## src/hdl/rgw_regs.vh

```
// Constants of the gap write decoder: register offsets, field positions,
// reset values, interval windows and frame codes.
// Assumes inclusion by bare name from the design files.
`ifndef RGW_REGS_VH
`define RGW_REGS_VH

// ----------------------------------------------------------------------
// Register offsets
// ----------------------------------------------------------------------
`define RGW_OFS_CTRL      4'h0
`define RGW_OFS_PASSWORD  4'h1
`define RGW_OFS_STATUS    4'h2
`define RGW_OFS_MASK      4'h3
`define RGW_OFS_PROG_DATA 4'h4
`define RGW_OFS_PROG_INFO 4'h5

// ----------------------------------------------------------------------
// Control field positions and reset values
// ----------------------------------------------------------------------
`define RGW_CTRL_WAKE_BIT  0
`define RGW_CTRL_MOD_LSB   1
`define RGW_CTRL_RATE_LSB  4
`define RGW_CTRL_BLK_LSB   7
`define RGW_MOD_BIN        3'h0
`define RGW_MOD_FSK        3'h1
`define RGW_MOD_PSK        3'h2
`define RGW_MOD_MANCHESTER 3'h3
`define RGW_MOD_BIPHASE    3'h4
`define RGW_RST_WAKE       1'h0
`define RGW_RST_MOD        3'h3
`define RGW_RST_RATE       3'h2
`define RGW_RST_BLK        3'h2
`define RGW_RST_PASSWORD   32'h0000_0000

// ----------------------------------------------------------------------
// Status bit positions
// ----------------------------------------------------------------------
`define RGW_ST_PROG  0
`define RGW_ST_WAKE  1
`define RGW_ST_STOP  2
`define RGW_ST_ERR   3

// ----------------------------------------------------------------------
// Interval windows in counted field clocks, and frame layout
// ----------------------------------------------------------------------
`define RGW_ZERO_MIN 7'h10
`define RGW_ZERO_MAX 7'h20
`define RGW_ONE_MIN  7'h30
`define RGW_ONE_MAX  7'h40
`define RGW_OP_WRITE 2'h2
`define RGW_OP_WAKE  2'h1
`define RGW_OP_STOP  2'h3
`define RGW_LEN_WRITE 6'h26
`define RGW_LEN_WAKE  6'h22
`define RGW_LEN_STOP  6'h02

`endif

```

## src/hdl/rgw_pin_sync.v

```verilog
// Pin synchroniser: three flip-flops, a change counts when the last two agree.
// Assumes the pin is asynchronous to mclk and slow against it.
`timescale 1ns/1ps

module rgw_pin_sync (
  input  wire mclk,
  input  wire rst,
  input  wire pin_in,
  output wire level,
  output wire rise
);

  reg s1_reg;
  reg s2_reg;
  reg s3_reg;
  reg level_reg;
  reg rise_reg;

  always @(posedge mclk) begin
    if (rst) begin
      s1_reg    <= 1'b0;
      s2_reg    <= 1'b0;
      s3_reg    <= 1'b0;
      level_reg <= 1'b0;
      rise_reg  <= 1'b0;
    end else begin
      s1_reg   <= pin_in;
      s2_reg   <= s1_reg;
      s3_reg   <= s2_reg;
      rise_reg <= 1'b0;
      if (s2_reg == s3_reg) begin
        level_reg <= s3_reg;
        rise_reg  <= s3_reg & ~level_reg;
      end
    end
  end

  assign level = level_reg;
  assign rise  = rise_reg;

endmodule // rgw_pin_sync

```

## src/hdl/rgw_interval_count.v

```verilog
// Interval counter: counts field clocks between detected gaps and classifies.
// Assumes one-cycle pulses for field clock rise and gap start on mclk.
`timescale 1ns/1ps
`include "rgw_regs.vh"

module rgw_interval_count #(
  parameter CW = 7
) (
  input  wire mclk,
  input  wire rst,
  input  wire field_rise,
  input  wire gap_start,
  output wire bit_stb,
  output wire bit_val,
  output wire bit_err,
  output wire timeout
);

  reg  [CW-1:0] count_reg;
  reg           stb_reg;
  reg           val_reg;
  reg           err_reg;
  reg           tmo_reg;
  wire          is_zero;
  wire          is_one;

  assign is_zero = (count_reg >= `RGW_ZERO_MIN) && (count_reg <= `RGW_ZERO_MAX);
  assign is_one  = (count_reg >= `RGW_ONE_MIN) && (count_reg <= `RGW_ONE_MAX);

  always @(posedge mclk) begin
    if (rst) begin
      count_reg <= {CW{1'b0}};
      stb_reg   <= 1'b0;
      val_reg   <= 1'b0;
      err_reg   <= 1'b0;
      tmo_reg   <= 1'b0;
    end else begin
      stb_reg <= 1'b0;
      err_reg <= 1'b0;
      tmo_reg <= 1'b0;
      if (gap_start) begin
        count_reg <= {CW{1'b0}};
        stb_reg   <= is_zero | is_one;
        err_reg   <= ~(is_zero | is_one);
        val_reg   <= is_one;
      end else if (field_rise && (count_reg != {CW{1'b1}})) begin
        count_reg <= count_reg + {{(CW-1){1'b0}}, 1'b1};
        tmo_reg   <= (count_reg == `RGW_ONE_MAX);
      end
    end
  end

  assign bit_stb = stb_reg;
  assign bit_val = val_reg;
  assign bit_err = err_reg;
  assign timeout = tmo_reg;

endmodule // rgw_interval_count

```

## src/hdl/rgw_gap_decoder.v

```verilog
// Gap write decoder with request wake and stop handling, plus registers.
// Assumes field clock and coil-low indication arrive as asynchronous pins.
//
// Implementation choices: the address-and-strobe port and the placing of the registers.
`timescale 1ns/1ps
`include "rgw_regs.vh"

module rgw_gap_decoder (
  input  wire        mclk,
  input  wire        rst,
  input  wire        field_clk_in,
  input  wire        coil_low_in,
  input  wire [3:0]  reg_addr,
  input  wire [31:0] reg_wdata,
  input  wire        reg_wr,
  input  wire        reg_rd,
  output wire [31:0] reg_rdata,
  output wire        irq,
  output wire        modulate_en,
  output wire        internal_reset,
  output wire        prog_stb,
  output wire        prog_lock,
  output wire [31:0] prog_data,
  output wire [2:0]  prog_block,
  output wire [2:0]  mod_type,
  output wire [7:0]  rate_div,
  output wire [2:0]  last_readout_block
);

  localparam ST_IDLE  = 2'b01;
  localparam ST_FRAME = 2'b10;

  // ----------------------------------------------------------------------
  // Divider decode
  // ----------------------------------------------------------------------
  function [7:0] rate_of;
    input [2:0] sel;
    begin
      case (sel)
        3'h0:    rate_of = 8'h08;
        3'h1:    rate_of = 8'h10;
        3'h2:    rate_of = 8'h20;
        3'h3:    rate_of = 8'h28;
        3'h4:    rate_of = 8'h32;
        3'h5:    rate_of = 8'h40;
        3'h6:    rate_of = 8'h64;
        default: rate_of = 8'h80;
      endcase
    end
  endfunction

  // ----------------------------------------------------------------------
  // Frame match decode
  // ----------------------------------------------------------------------
  // The operation code always leads the frame, so its position follows the
  // length of the command that is being matched.
  function frame_is;
    input [5:0]  len;
    input [37:0] bits;
    input [5:0]  want_len;
    input [1:0]  want_op;
    begin
      case (want_len)
        `RGW_LEN_WRITE: frame_is = (len == want_len) && (bits[37:36] == want_op);
        `RGW_LEN_WAKE:  frame_is = (len == want_len) && (bits[33:32] == want_op);
        default:        frame_is = (len == want_len) && (bits[1:0] == want_op);
      endcase
    end
  endfunction

  wire        field_rise;
  wire        gap_start;
  wire        bit_stb;
  wire        bit_val;
  wire        bit_err;
  wire        timeout;

  reg  [1:0]  state_reg;
  reg  [1:0]  state_next;
  reg         first_reg;
  reg  [5:0]  nbits_reg;
  reg  [37:0] shift_reg;
  reg         awake_reg;
  reg         stopped_reg;
  reg         init_reg;
  reg         mod_out_reg;
  reg         ireset_reg;
  reg         pstb_reg;
  reg         plock_reg;
  reg  [31:0] pdata_reg;
  reg  [2:0]  pblock_reg;
  reg         ctrl_wake_reg;
  reg  [2:0]  ctrl_mod_reg;
  reg  [2:0]  ctrl_rate_reg;
  reg  [2:0]  ctrl_blk_reg;
  reg  [31:0] password_reg;
  reg  [3:0]  status_reg;
  reg  [3:0]  mask_reg;
  reg  [31:0] rdata_reg;

  reg         ev_prog;
  reg         ev_wake;
  reg         ev_stop;
  reg         ev_err;
  wire [3:0]  events;

  // ----------------------------------------------------------------------
  // Pin inputs and interval counting
  // ----------------------------------------------------------------------
  // Both pins pass the same three-stage filter, so their latency matches and a
  // gap is never seen ahead of the field clock that came before it.
  rgw_pin_sync u_field_sync (
    .mclk   (mclk),
    .rst    (rst),
    .pin_in (field_clk_in),
    .level  (),
    .rise   (field_rise)
  );

  rgw_pin_sync u_gap_sync (
    .mclk   (mclk),
    .rst    (rst),
    .pin_in (coil_low_in),
    .level  (),
    .rise   (gap_start)
  );

  rgw_interval_count #(
    .CW (7)
  ) u_count (
    .mclk       (mclk),
    .rst        (rst),
    .field_rise (field_rise),
    .gap_start  (gap_start),
    .bit_stb    (bit_stb),
    .bit_val    (bit_val),
    .bit_err    (bit_err),
    .timeout    (timeout)
  );

  // ----------------------------------------------------------------------
  // Frame state machine
  // ----------------------------------------------------------------------
  always @* begin
    state_next = state_reg;
    ev_err     = 1'b0;
    case (state_reg)
      ST_IDLE: begin
        if (gap_start) begin
          state_next = ST_FRAME;
        end
      end
      ST_FRAME: begin
        if (!first_reg && bit_err) begin
          state_next = ST_IDLE;
          ev_err     = 1'b1;
        end else if (!first_reg && bit_stb && (nbits_reg == `RGW_LEN_WRITE)) begin
          // A bit beyond the longest frame cannot belong to any command.
          state_next = ST_IDLE;
          ev_err     = 1'b1;
        end else if (timeout) begin
          // The field stayed on longer than any one, so the frame is complete.
          state_next = ST_IDLE;
          ev_err     = ~(ev_prog | ev_wake | ev_stop);
        end
      end
      default: begin
        state_next = ST_IDLE;
      end
    endcase
  end

  // ----------------------------------------------------------------------
  // Frame evaluation
  // ----------------------------------------------------------------------
  // Frame end evaluation happens on timeout, once the field stays on longer than a one.
  always @* begin
    ev_prog = 1'b0;
    ev_wake = 1'b0;
    ev_stop = 1'b0;
    if ((state_reg == ST_FRAME) && timeout && !first_reg) begin
      if (frame_is(nbits_reg, shift_reg, `RGW_LEN_WRITE, `RGW_OP_WRITE) && awake_reg) begin
        ev_prog = 1'b1;
      end
      // A stopped device listens for the wake command again, which is how the
      // reader brings it back after it has selected another transponder.
      // opcode plus password check
      if (frame_is(nbits_reg, shift_reg, `RGW_LEN_WAKE, `RGW_OP_WAKE)
          && (!awake_reg || stopped_reg) && (shift_reg[31:0] == password_reg)) begin
        ev_wake = 1'b1;
      end
      if (frame_is(nbits_reg, shift_reg, `RGW_LEN_STOP, `RGW_OP_STOP) && awake_reg) begin
        ev_stop = 1'b1;
      end
    end
  end

  // ----------------------------------------------------------------------
  // Frame sequencing and link outputs
  // ----------------------------------------------------------------------
  always @(posedge mclk) begin
    if (rst) begin
      state_reg   <= ST_IDLE;
      first_reg   <= 1'b0;
      nbits_reg   <= 6'h00;
      shift_reg   <= 38'h0;
      awake_reg   <= 1'b0;
      stopped_reg <= 1'b0;
      init_reg    <= 1'b1;
      ireset_reg  <= 1'b0;
      pstb_reg    <= 1'b0;
      plock_reg   <= 1'b0;
      pdata_reg   <= 32'h0000_0000;
      pblock_reg  <= 3'h0;
      mod_out_reg <= 1'b0;
    end else begin
      state_reg  <= state_next;
      init_reg   <= 1'b0;
      ireset_reg <= 1'b0;
      pstb_reg   <= 1'b0;
      if (init_reg) begin
        awake_reg <= ~ctrl_wake_reg;
      end
      // The interval that ends at the start gap belongs to no frame, so the
      // first classification after the start gap is dropped.
      if ((state_reg == ST_IDLE) && gap_start) begin
        first_reg <= 1'b1;
        nbits_reg <= 6'h00;
      end else if ((state_reg == ST_FRAME) && (bit_stb || bit_err) && first_reg) begin
        first_reg <= 1'b0;
      end else if ((state_reg == ST_FRAME) && bit_stb && (nbits_reg != `RGW_LEN_WRITE)) begin
        shift_reg <= {shift_reg[36:0], bit_val};
        nbits_reg <= nbits_reg + 6'h01;
      end
      // Program fields hold the last accepted frame until the next one.
      if (ev_prog) begin
        pstb_reg   <= 1'b1;
        plock_reg  <= shift_reg[35];
        pdata_reg  <= shift_reg[34:3];
        pblock_reg <= shift_reg[2:0];
      end
      if (ev_wake) begin
        ireset_reg  <= 1'b1;
        awake_reg   <= 1'b1;
        stopped_reg <= 1'b0;
      end
      if (ev_stop) begin
        stopped_reg <= 1'b1;
      end
      // Modulation pauses during a frame, so the reader's gaps are not disturbed.
      mod_out_reg <= awake_reg && !stopped_reg && (state_next == ST_IDLE) && !ev_wake;
    end
  end

  // ----------------------------------------------------------------------
  // Registers and interrupt
  // ----------------------------------------------------------------------
  assign events = {ev_err, ev_stop, ev_wake, ev_prog};

  always @(posedge mclk) begin
    if (rst) begin
      ctrl_wake_reg <= `RGW_RST_WAKE;
      ctrl_mod_reg  <= `RGW_RST_MOD;
      ctrl_rate_reg <= `RGW_RST_RATE;
      ctrl_blk_reg  <= `RGW_RST_BLK;
      password_reg  <= `RGW_RST_PASSWORD;
      status_reg    <= 4'h0;
      mask_reg      <= 4'h0;
      rdata_reg     <= 32'h0000_0000;
    end else begin
      if (reg_wr && (reg_addr == `RGW_OFS_CTRL)) begin
        ctrl_wake_reg <= reg_wdata[`RGW_CTRL_WAKE_BIT];
        ctrl_mod_reg  <= reg_wdata[`RGW_CTRL_MOD_LSB +: 3];
        ctrl_rate_reg <= reg_wdata[`RGW_CTRL_RATE_LSB +: 3];
        ctrl_blk_reg  <= reg_wdata[`RGW_CTRL_BLK_LSB +: 3];
      end
      if (reg_wr && (reg_addr == `RGW_OFS_PASSWORD)) begin
        password_reg <= reg_wdata;
      end
      if (reg_wr && (reg_addr == `RGW_OFS_MASK)) begin
        mask_reg <= reg_wdata[3:0];
      end
      // A new event wins over a write-one clear in the same cycle.
      if (reg_wr && (reg_addr == `RGW_OFS_STATUS)) begin
        status_reg <= (status_reg & ~reg_wdata[3:0]) | events;
      end else begin
        status_reg <= status_reg | events;
      end
      // Read data is zero outside the answer cycle, so several blocks may
      // share one read bus by a plain OR.
      rdata_reg <= 32'h0000_0000;
      if (reg_rd) begin
        case (reg_addr)
          `RGW_OFS_CTRL:      rdata_reg <= {22'h0, ctrl_blk_reg, ctrl_rate_reg,
                                            ctrl_mod_reg, ctrl_wake_reg};
          `RGW_OFS_PASSWORD:  rdata_reg <= password_reg;
          `RGW_OFS_STATUS:    rdata_reg <= {28'h0, status_reg};
          `RGW_OFS_MASK:      rdata_reg <= {28'h0, mask_reg};
          `RGW_OFS_PROG_DATA: rdata_reg <= pdata_reg;
          `RGW_OFS_PROG_INFO: rdata_reg <= {24'h0, state_reg, stopped_reg, awake_reg,
                                            plock_reg, pblock_reg};
          default:            rdata_reg <= 32'h0000_0000;
        endcase
      end
    end
  end

  assign reg_rdata          = rdata_reg;
  // The interrupt is a level, so it stays high until software clears the cause.
  assign irq                = |(status_reg & mask_reg);
  assign modulate_en        = mod_out_reg;
  assign internal_reset     = ireset_reg;
  assign prog_stb           = pstb_reg;
  assign prog_lock          = plock_reg;
  assign prog_data          = pdata_reg;
  assign prog_block         = pblock_reg;
  assign mod_type           = ctrl_mod_reg;
  assign rate_div           = rate_of(ctrl_rate_reg);
  assign last_readout_block = ctrl_blk_reg;

endmodule // rgw_gap_decoder

```

## config.mk

```make
export PLATFORM = sky130hd
export DESIGN_NAME = rgw_gap_decoder
export DESIGN_NICKNAME = d
export VERILOG_FILES = /design/src/hdl/rgw_pin_sync.v /design/src/hdl/rgw_interval_count.v /design/src/hdl/rgw_gap_decoder.v
export VERILOG_INCLUDE_DIRS = /design/src /design/src/hdl
export SDC_FILE = /design/constraint.sdc
export NUM_CORES = 1
export LEC_CHECK = 0
export BUFFER_PORTS_ARGS = -buffer_cell sky130_fd_sc_hd__buf_4
export CAP_MARGIN = 0
export CORE_MARGIN = 1
export CORE_UTILIZATION = 60
export DETAILED_ROUTE_END_ITERATION = 10
export GPL_TIMING_DRIVEN = 1
export HOLD_SLACK_MARGIN = 0.12
export PLACE_DENSITY = 0.87
export SLEW_MARGIN = 20
export SYNTH_ARGS = -nofsm -noshare
export SYNTH_HDL_FRONTEND = slang
export SYNTH_SLANG_ARGS = --single-unit
```

## constraint.sdc

```tcl
create_clock -name mclk -period 5.2 [get_ports mclk]
set_clock_uncertainty 0.15 [all_clocks]
set_input_delay 0.26 -clock mclk [delete_from_list [all_inputs] [get_ports mclk]]
set_output_delay 0.26 -clock mclk [all_outputs]
set_load 0.01 [all_outputs]
```

; ---- After elaboration in Yosys (flattened, before gate mapping)
; Index checks and enable logic that the tools add are counted.
[word_totals]
mem_bits_rw = 0
register_bits = 192
elab_cells = 168
in_bits = 42
n_memories = 0
romBits = 0
output_inout_bits = 86
latchBits = 0
[op_classes]
n_addsub = 2
reduce_logical = 48
shift = 0
n_bitwise = 22
div = 0
multipliers = 0
eq_ne = 26
mux = 30
order_cmp = 4
[op_table]
columns = cell, n
row1 = $pmux 32 s6, 1
row2 = $pmux 8 s7, 1
row3 = $eq 32x32->1, 1
row4 = $logic_and 1x1->1, 27
row5 = $mux 1, 22
row6 = $eq 6x6->1 const B, 2
row7 = $not 1->1, 12
row8 = $reduce_or 2->1, 6
row9 = $eq 3x3->1 const B, 3
row10 = $and 4x4->4, 2
row11 = $eq 4x2->1 const B, 2
row12 = $eq 4x3->1 const B, 2
row13 = $mux 2, 4
row14 = $or 4x4->4, 2
row15 = $add 7x1->7 const B, 1
row16 = $eq 7x7->1 const B, 1
row17 = $ge 7x5->1 const B, 1
row18 = $ge 7x6->1 const B, 1
row19 = $le 7x6->1 const B, 1
row20 = $le 7x7->1 const B, 1
row21 = $ne 7x7->1 const B, 1
row22 = $add 6x1->6 const B, 1
row23 = $eq 2x1->1 const B, 3
row24 = $eq 2x2->1 const B, 3
row25 = 20 further kinds, 31

; ---- Longest topological paths before layout
[logic_depth]
word_depth = 17
depth_mapped = 9
mapped_depth_nobuf = 7

; ---- Hierarchy
; A second synthesis with hierarchy kept.
[unflattened]
hier_cells = 918
area_unflattened_um2 = 7724.9
[by_module_without_submodules]
columns = mod, n_inst, cells_each, seq_area_each_um2, area_per_inst_um2
row1 = rgw_gap_decoder, 1, 834, 3423.3, 6856.6
row2 = rgw_interval_count, 1, 60, 220.2, 570.5
row3 = rgw_pin_sync, 2, 12, 100.1, 148.9

; ---- Least setup slack after synthesis
; No wires, ideal clock.
[synth_timing]
kind = register to register
startpoint = register nbits_reg[0]
endpoint = register pdata_reg[13], in the netlist prog_data[13]
arrival_ps = 1838
synth_period_minus_slack_ps = 2120
setup_slack_ps = 3080
n_path_buf = 2
required_time_ps = 4918
setup_time_ps = 132
stages_incl_launch_ff = 9
path_cell_list = dfxtp_1 -> inv_1 -> ha_1 -> or3b_4 -> or4_4 -> buf_6 -> buf_6 -> nand2_1 -> a21oi_1
[synth_between]
elab_chain_cells = 6
[synth_lines]
columns = item, line
row1 = start: declaration, rgw_gap_decoder.v:81  ; reg [5:0] nbits_reg;
row2 = start signal: assignment, rgw_gap_decoder.v:233  ; nbits_reg <= nbits_reg + 6'h01;
row3 = $eq 6x6->1, --
row4 = $logic_and 1x1->1, rgw_gap_decoder.v:64  ; `RGW_LEN_WRITE: frame_is = (len == want_len) && (bits[37:36] == want_op);
row5 = $mux 1, rgw_gap_decoder.v:181  ; if ((state_reg == ST_FRAME) && timeout && !first_reg) begin
row6 = $logic_and 1x1->1, rgw_gap_decoder.v:182  ; if (frame_is(nbits_reg, shift_reg, `RGW_LEN_WRITE, `RGW_OP_WRITE) && awake_reg) begin
row7 = $mux 1, rgw_gap_decoder.v:182
row8 = $mux 1, rgw_gap_decoder.v:181
row9 = end signal: assignment, rgw_gap_decoder.v:239  ; pdata_reg <= shift_reg[34:3];
row10 = end: declaration, rgw_gap_decoder.v:90  ; reg [31:0] pdata_reg;
; Every way passes these cells. The select of a mux whose other input is x is not followed.
; A chain may end at the register's enable or synchronous reset.

; ---- Worst setup path in the final report
[layout_timing]
startpoint = register state_reg[1]
endpoint = register shift_reg[24]
[layout_between]
elab_chain_cells = 5
elab_cells_between_ends = 10
cone_classes = eq/ne (2) / bitwise (2) / reduce/logical (6)
[layout_lines]
columns = item, line
row1 = start: declaration, rgw_gap_decoder.v:78  ; reg [1:0] state_reg;
row2 = start signal: assignment, rgw_gap_decoder.v:217  ; state_reg <= state_next;
row3 = $eq 2x2->1, "rgw_gap_decoder.v:229, rgw_gap_decoder.v:231"
row4 = $logic_and 1x1->1 (2 in series), rgw_gap_decoder.v:229  ; end else if ((state_reg == ST_FRAME) && (bit_stb || bit_err) && first_reg) begin
row5 = $not 1->1 (no source line), --
row6 = $reduce_and 3->1 (no source line) (*), --
row7 = end signal: assignment, rgw_gap_decoder.v:232  ; shift_reg <= {shift_reg[36:0], bit_val};
row8 = end: declaration, rgw_gap_decoder.v:82  ; reg [37:0] shift_reg;
; Every way passes the cells marked *; elsewhere a longest branch is shown, timed or not.

==> results.json <==
{
  "synth.distinct_cells": 53,
  "crit_type": "reg -> reg",
  "reg2regPathDepth": 7,
  "vias": 6994,
  "die_y_um": 114,
  "io_pins": 128,
  "ys_ff_latch": 192,
  "setup_ws_ns": 2.36,
  "yosysSeqAreaShare": 0.508,
  "synth_top_cell_area_share": 0.508,
  "clockBufferDepth": 2,
  "htree_levels": 4,
  "cts-resized-gates": 0,
  "crit_start": "state_reg[1]",
  "core_area_mm2": 0.0122,
  "syn_nets": 953,
  "crit_chain": "ha_1, nand3b_1, a31oi_2, and2_1, buf_4, nand2_1, a21oi_1",
  "syn_area_mm2": 0.00757,
  "holdWs_ns": 0.189,
  "dp_hpwl_um": 12500,
  "period_minus_slack_ns": 2.84,
  "postCtsSetupBuffers": 0,
  "r2r_start": "state_reg[1]",
  "drv_slew": 0,
  "pwr_density_cell_mw_per_mm2": 311,
  "final_cell_mix": "nand2_1 (244), dfxtp_1 (192), a21oi_1 (135), buf_4 (135), nor2_1 (58)",
  "ant_nets": 0,
  "route.detailed.drc": 0,
  "clock_sink_count": 192,
  "preCtsSetupSlack_ns": 2.45,
  "max_freq_ghz": 0.352,
  "n_fill_cell": 835,
  "cts_buffers": 17,
  "largest_reg_flops": 38,
  "wl_um": 19500,
  "insertion_delay_ns": 0.43,
  "max-slew-margin-rel": 0.411,
  "clock_power_share": 0.442,
  "multi_input_area_mm2": 0.00344,
  "dr.first_iter.drc_count": 664,
  "clock-root-buffer": "clkbuf_16",
  "path_clk_slew_ns": 0.06,
  "critPathRequiredTime_ns": 5.39,
  "ys.flop_type": "dfxtp_1",
  "drive_gt1_frac": 0.170,
  "cp.buffers_inverters": 1,
  "p_leak_nw": 3.54,
  "p_int_w": 0.00234,
  "start_util": 0.622,
  "postPlaceCellArea_mm2": 0.00857,
  "end_kind": "flop",
  "wl_per_cell_um": 16.0,
  "track_usage": 0.307,
  "crit_end": "shift_reg[24]",
  "async_reset_ff_frac": 0,
  "p_sw_frac": 0.207,
  "post-route-period-util": 0.547,
  "tightest_slew_ns": 0.876,
  "antenna_found_initial": 0,
  "yosysTopAreaCell": "dfxtp_1",
  "path_depth": 7,
  "ff_latch_area_mm2": 0.00384,
  "yosysWarnings": 0,
  "grt_pass1_vias": 6515,
  "viasPerCell": 5.75,
  "area_growth_pct": 25.5,
  "fin_area_mm2": 0.00950,
  "die_w_um": 114,
  "reg2reg_to": "shift_reg[24]",
  "holdPathStages": 4,
  "n_antenna_cell": 0,
  "grt_setup_unrepaired": "false",
  "slowest_stage": "and2_1",
  "rows": 40,
  "ir_worst_vdd_mv": 0.220,
  "grt_max_degree": 82,
  "firstDrtPassIters": 6,
  "io_buffers": 126,
  "cpPeakStageDelay_ns": 0.61,
  "layout_commonest_cell": "nand2_1",
  "cp_max_fo": 22,
  "yosys-top-cells-area": "dfxtp_1 (51%), nand2_1 (12%), a21oi_1 (8.9%)",
  "power.switching_w": 0.000612,
  "cp.arrival_ns": 3.04,
  "drv_cap": 0,
  "synth_cells": 905,
  "grt.overflow.total": 0,
  "fin_nets": 1086,
  "hold_viol": 0,
  "avgSynthCellArea_um2": 8.36,
  "startpoint_type": "flop",
  "p_comb_frac": 0.050,
  "hold_path.class": "in -> reg",
  "timing.setup.tns_ns": 0,
  "cpLargestDelayFamily": "simple AND/OR/NAND/NOR gates",
  "synth-edff-count": 0,
  "die_area_mm2": 0.0131,
  "status": "complete, no violations",
  "seq_power_share": 0.508,
  "cts_tree": "done",
  "gp_congestion": 0.825,
  "grt_pass1_wl_um": 31400,
  "setup_viol": 0,
  "fin_util": 0.781,
  "rrSetupSlack_ns": 2.36
}
==> worst min path at each step <==
| stage | start | end | slack (ns) |
|---|---|---|---|
| 5_1_grt | reg_wr | status_reg[1] | 0.22 |
| 6_report | reg_wr | status_reg[1] | 0.19 |
| 3_3_place_gp | u_field_sync.s1_reg | u_field_sync.s2_reg | 0.27 |
| 3_5_place_dp | u_gap_sync.s1_reg | u_gap_sync.s2_reg | 0.28 |
| 2_1_floorplan | rst | init_reg | 0.14 |
| 4_1_cts | reg_wr | status_reg[1] | 0.16 |
==> cell usage after synthesis, types with 3 or more instances <==
library cell  instances
nor3_1                7
buf_2                11
a21oi_1             135
xor2_1               13
a22oi_1              38
nand4_1              13
or4_1                 5
and2_1                3
a211o_1               3
clkbuf_1             40
inv_1                16
ha_1                  6
nand2b_1              4
nor3b_1               3
nand4b_1              4
nand3_1               5
xnor2_1              30
nor4_1                6
and3_1                3
a222oi_1              4
nor2b_1               7
o21ai_0              10
nand2_1             245
nor2_1               58
dfxtp_1             192
mux2_2                4
nor4b_1               3
nand3b_1              5
==> routing by layer <==
layer	wire length [um]	track usage	up-vias	share of wire
met4	430	0.138	0	0.022
met5	0	0	-	0
met1	8220	0.383	3286	0.42
met3	1400	0.0715	54	0.072
met2	9470	0.505	330	0.49
li1	-	-	3324	-
==> layout make-up <==
| cell class | count | area share |
|---|---|---|
| inverter | 16 | 0.00632 |
| sequential | 192 | 0.405 |
| clock inverter | 7 | 0.0116 |
| clock buffer | 22 | 0.0499 |
| timing repair buffer | 169 | 0.143 |
| multi-input combinational | 642 | 0.363 |
| tap | 168 | 0.0221 |
==> power groups by stage <==
| stage | clock network, W | logic [W] | registers [W] |
|---|---|---|---|
| finish | 0.00130 | 0.000147 | 0.00150 |
| global route | 0.00137 | 0.000160 | 0.00150 |
| CTS | 0.00131 | 0.000144 | 0.00150 |
| detailed placement | 0 | 0.000123 | 0.00153 |
| global placement | 0 | 0.000121 | 0.00153 |
| floorplan | 0 | 0.0000724 | 0.00153 |
==> kinds of logic (layout without fill, tap and decap cells) <==
logic type	count (synthesis)	after routing	synth area share
AOI/OAI and AO/OA	201	201	0.156
DFF	192	192	0.508
other	1	1	0.000496
muxes	6	6	0.00860
adders and majority gates	6	6	0.00992
and+or+nand+nor	385	385	0.228
xor gates and xnor gates	43	43	0.0498
buffers and inverters	71	214	0.0395
==> worst reg2reg max path: stages (launching register included) <==
cell	delay [ns]
dfxtp_1	0.44
ha_1	0.37
nand3b_1	0.14
a31oi_2	0.42
and2_1	0.61
buf_4	0.37
nand2_1	0.08
a21oi_1	0.16
==> stage by stage <==
step | instances | power (W)
floorplan | 905 | 0.00160
global placement | 1153 | 0.00165
detailed placement | 1153 | 0.00166
CTS | 1216 | 0.00295
global route | 1216 | 0.00303
finish | 1216 | 0.00295
==> what timing repair did <==
action | CTS | global route
endpoints found under the setup margin | 0 | 0
endpoints found under the hold margin | 49 | 0
hold buffers | 34 | 0
(Power assumes the default switching activity.)
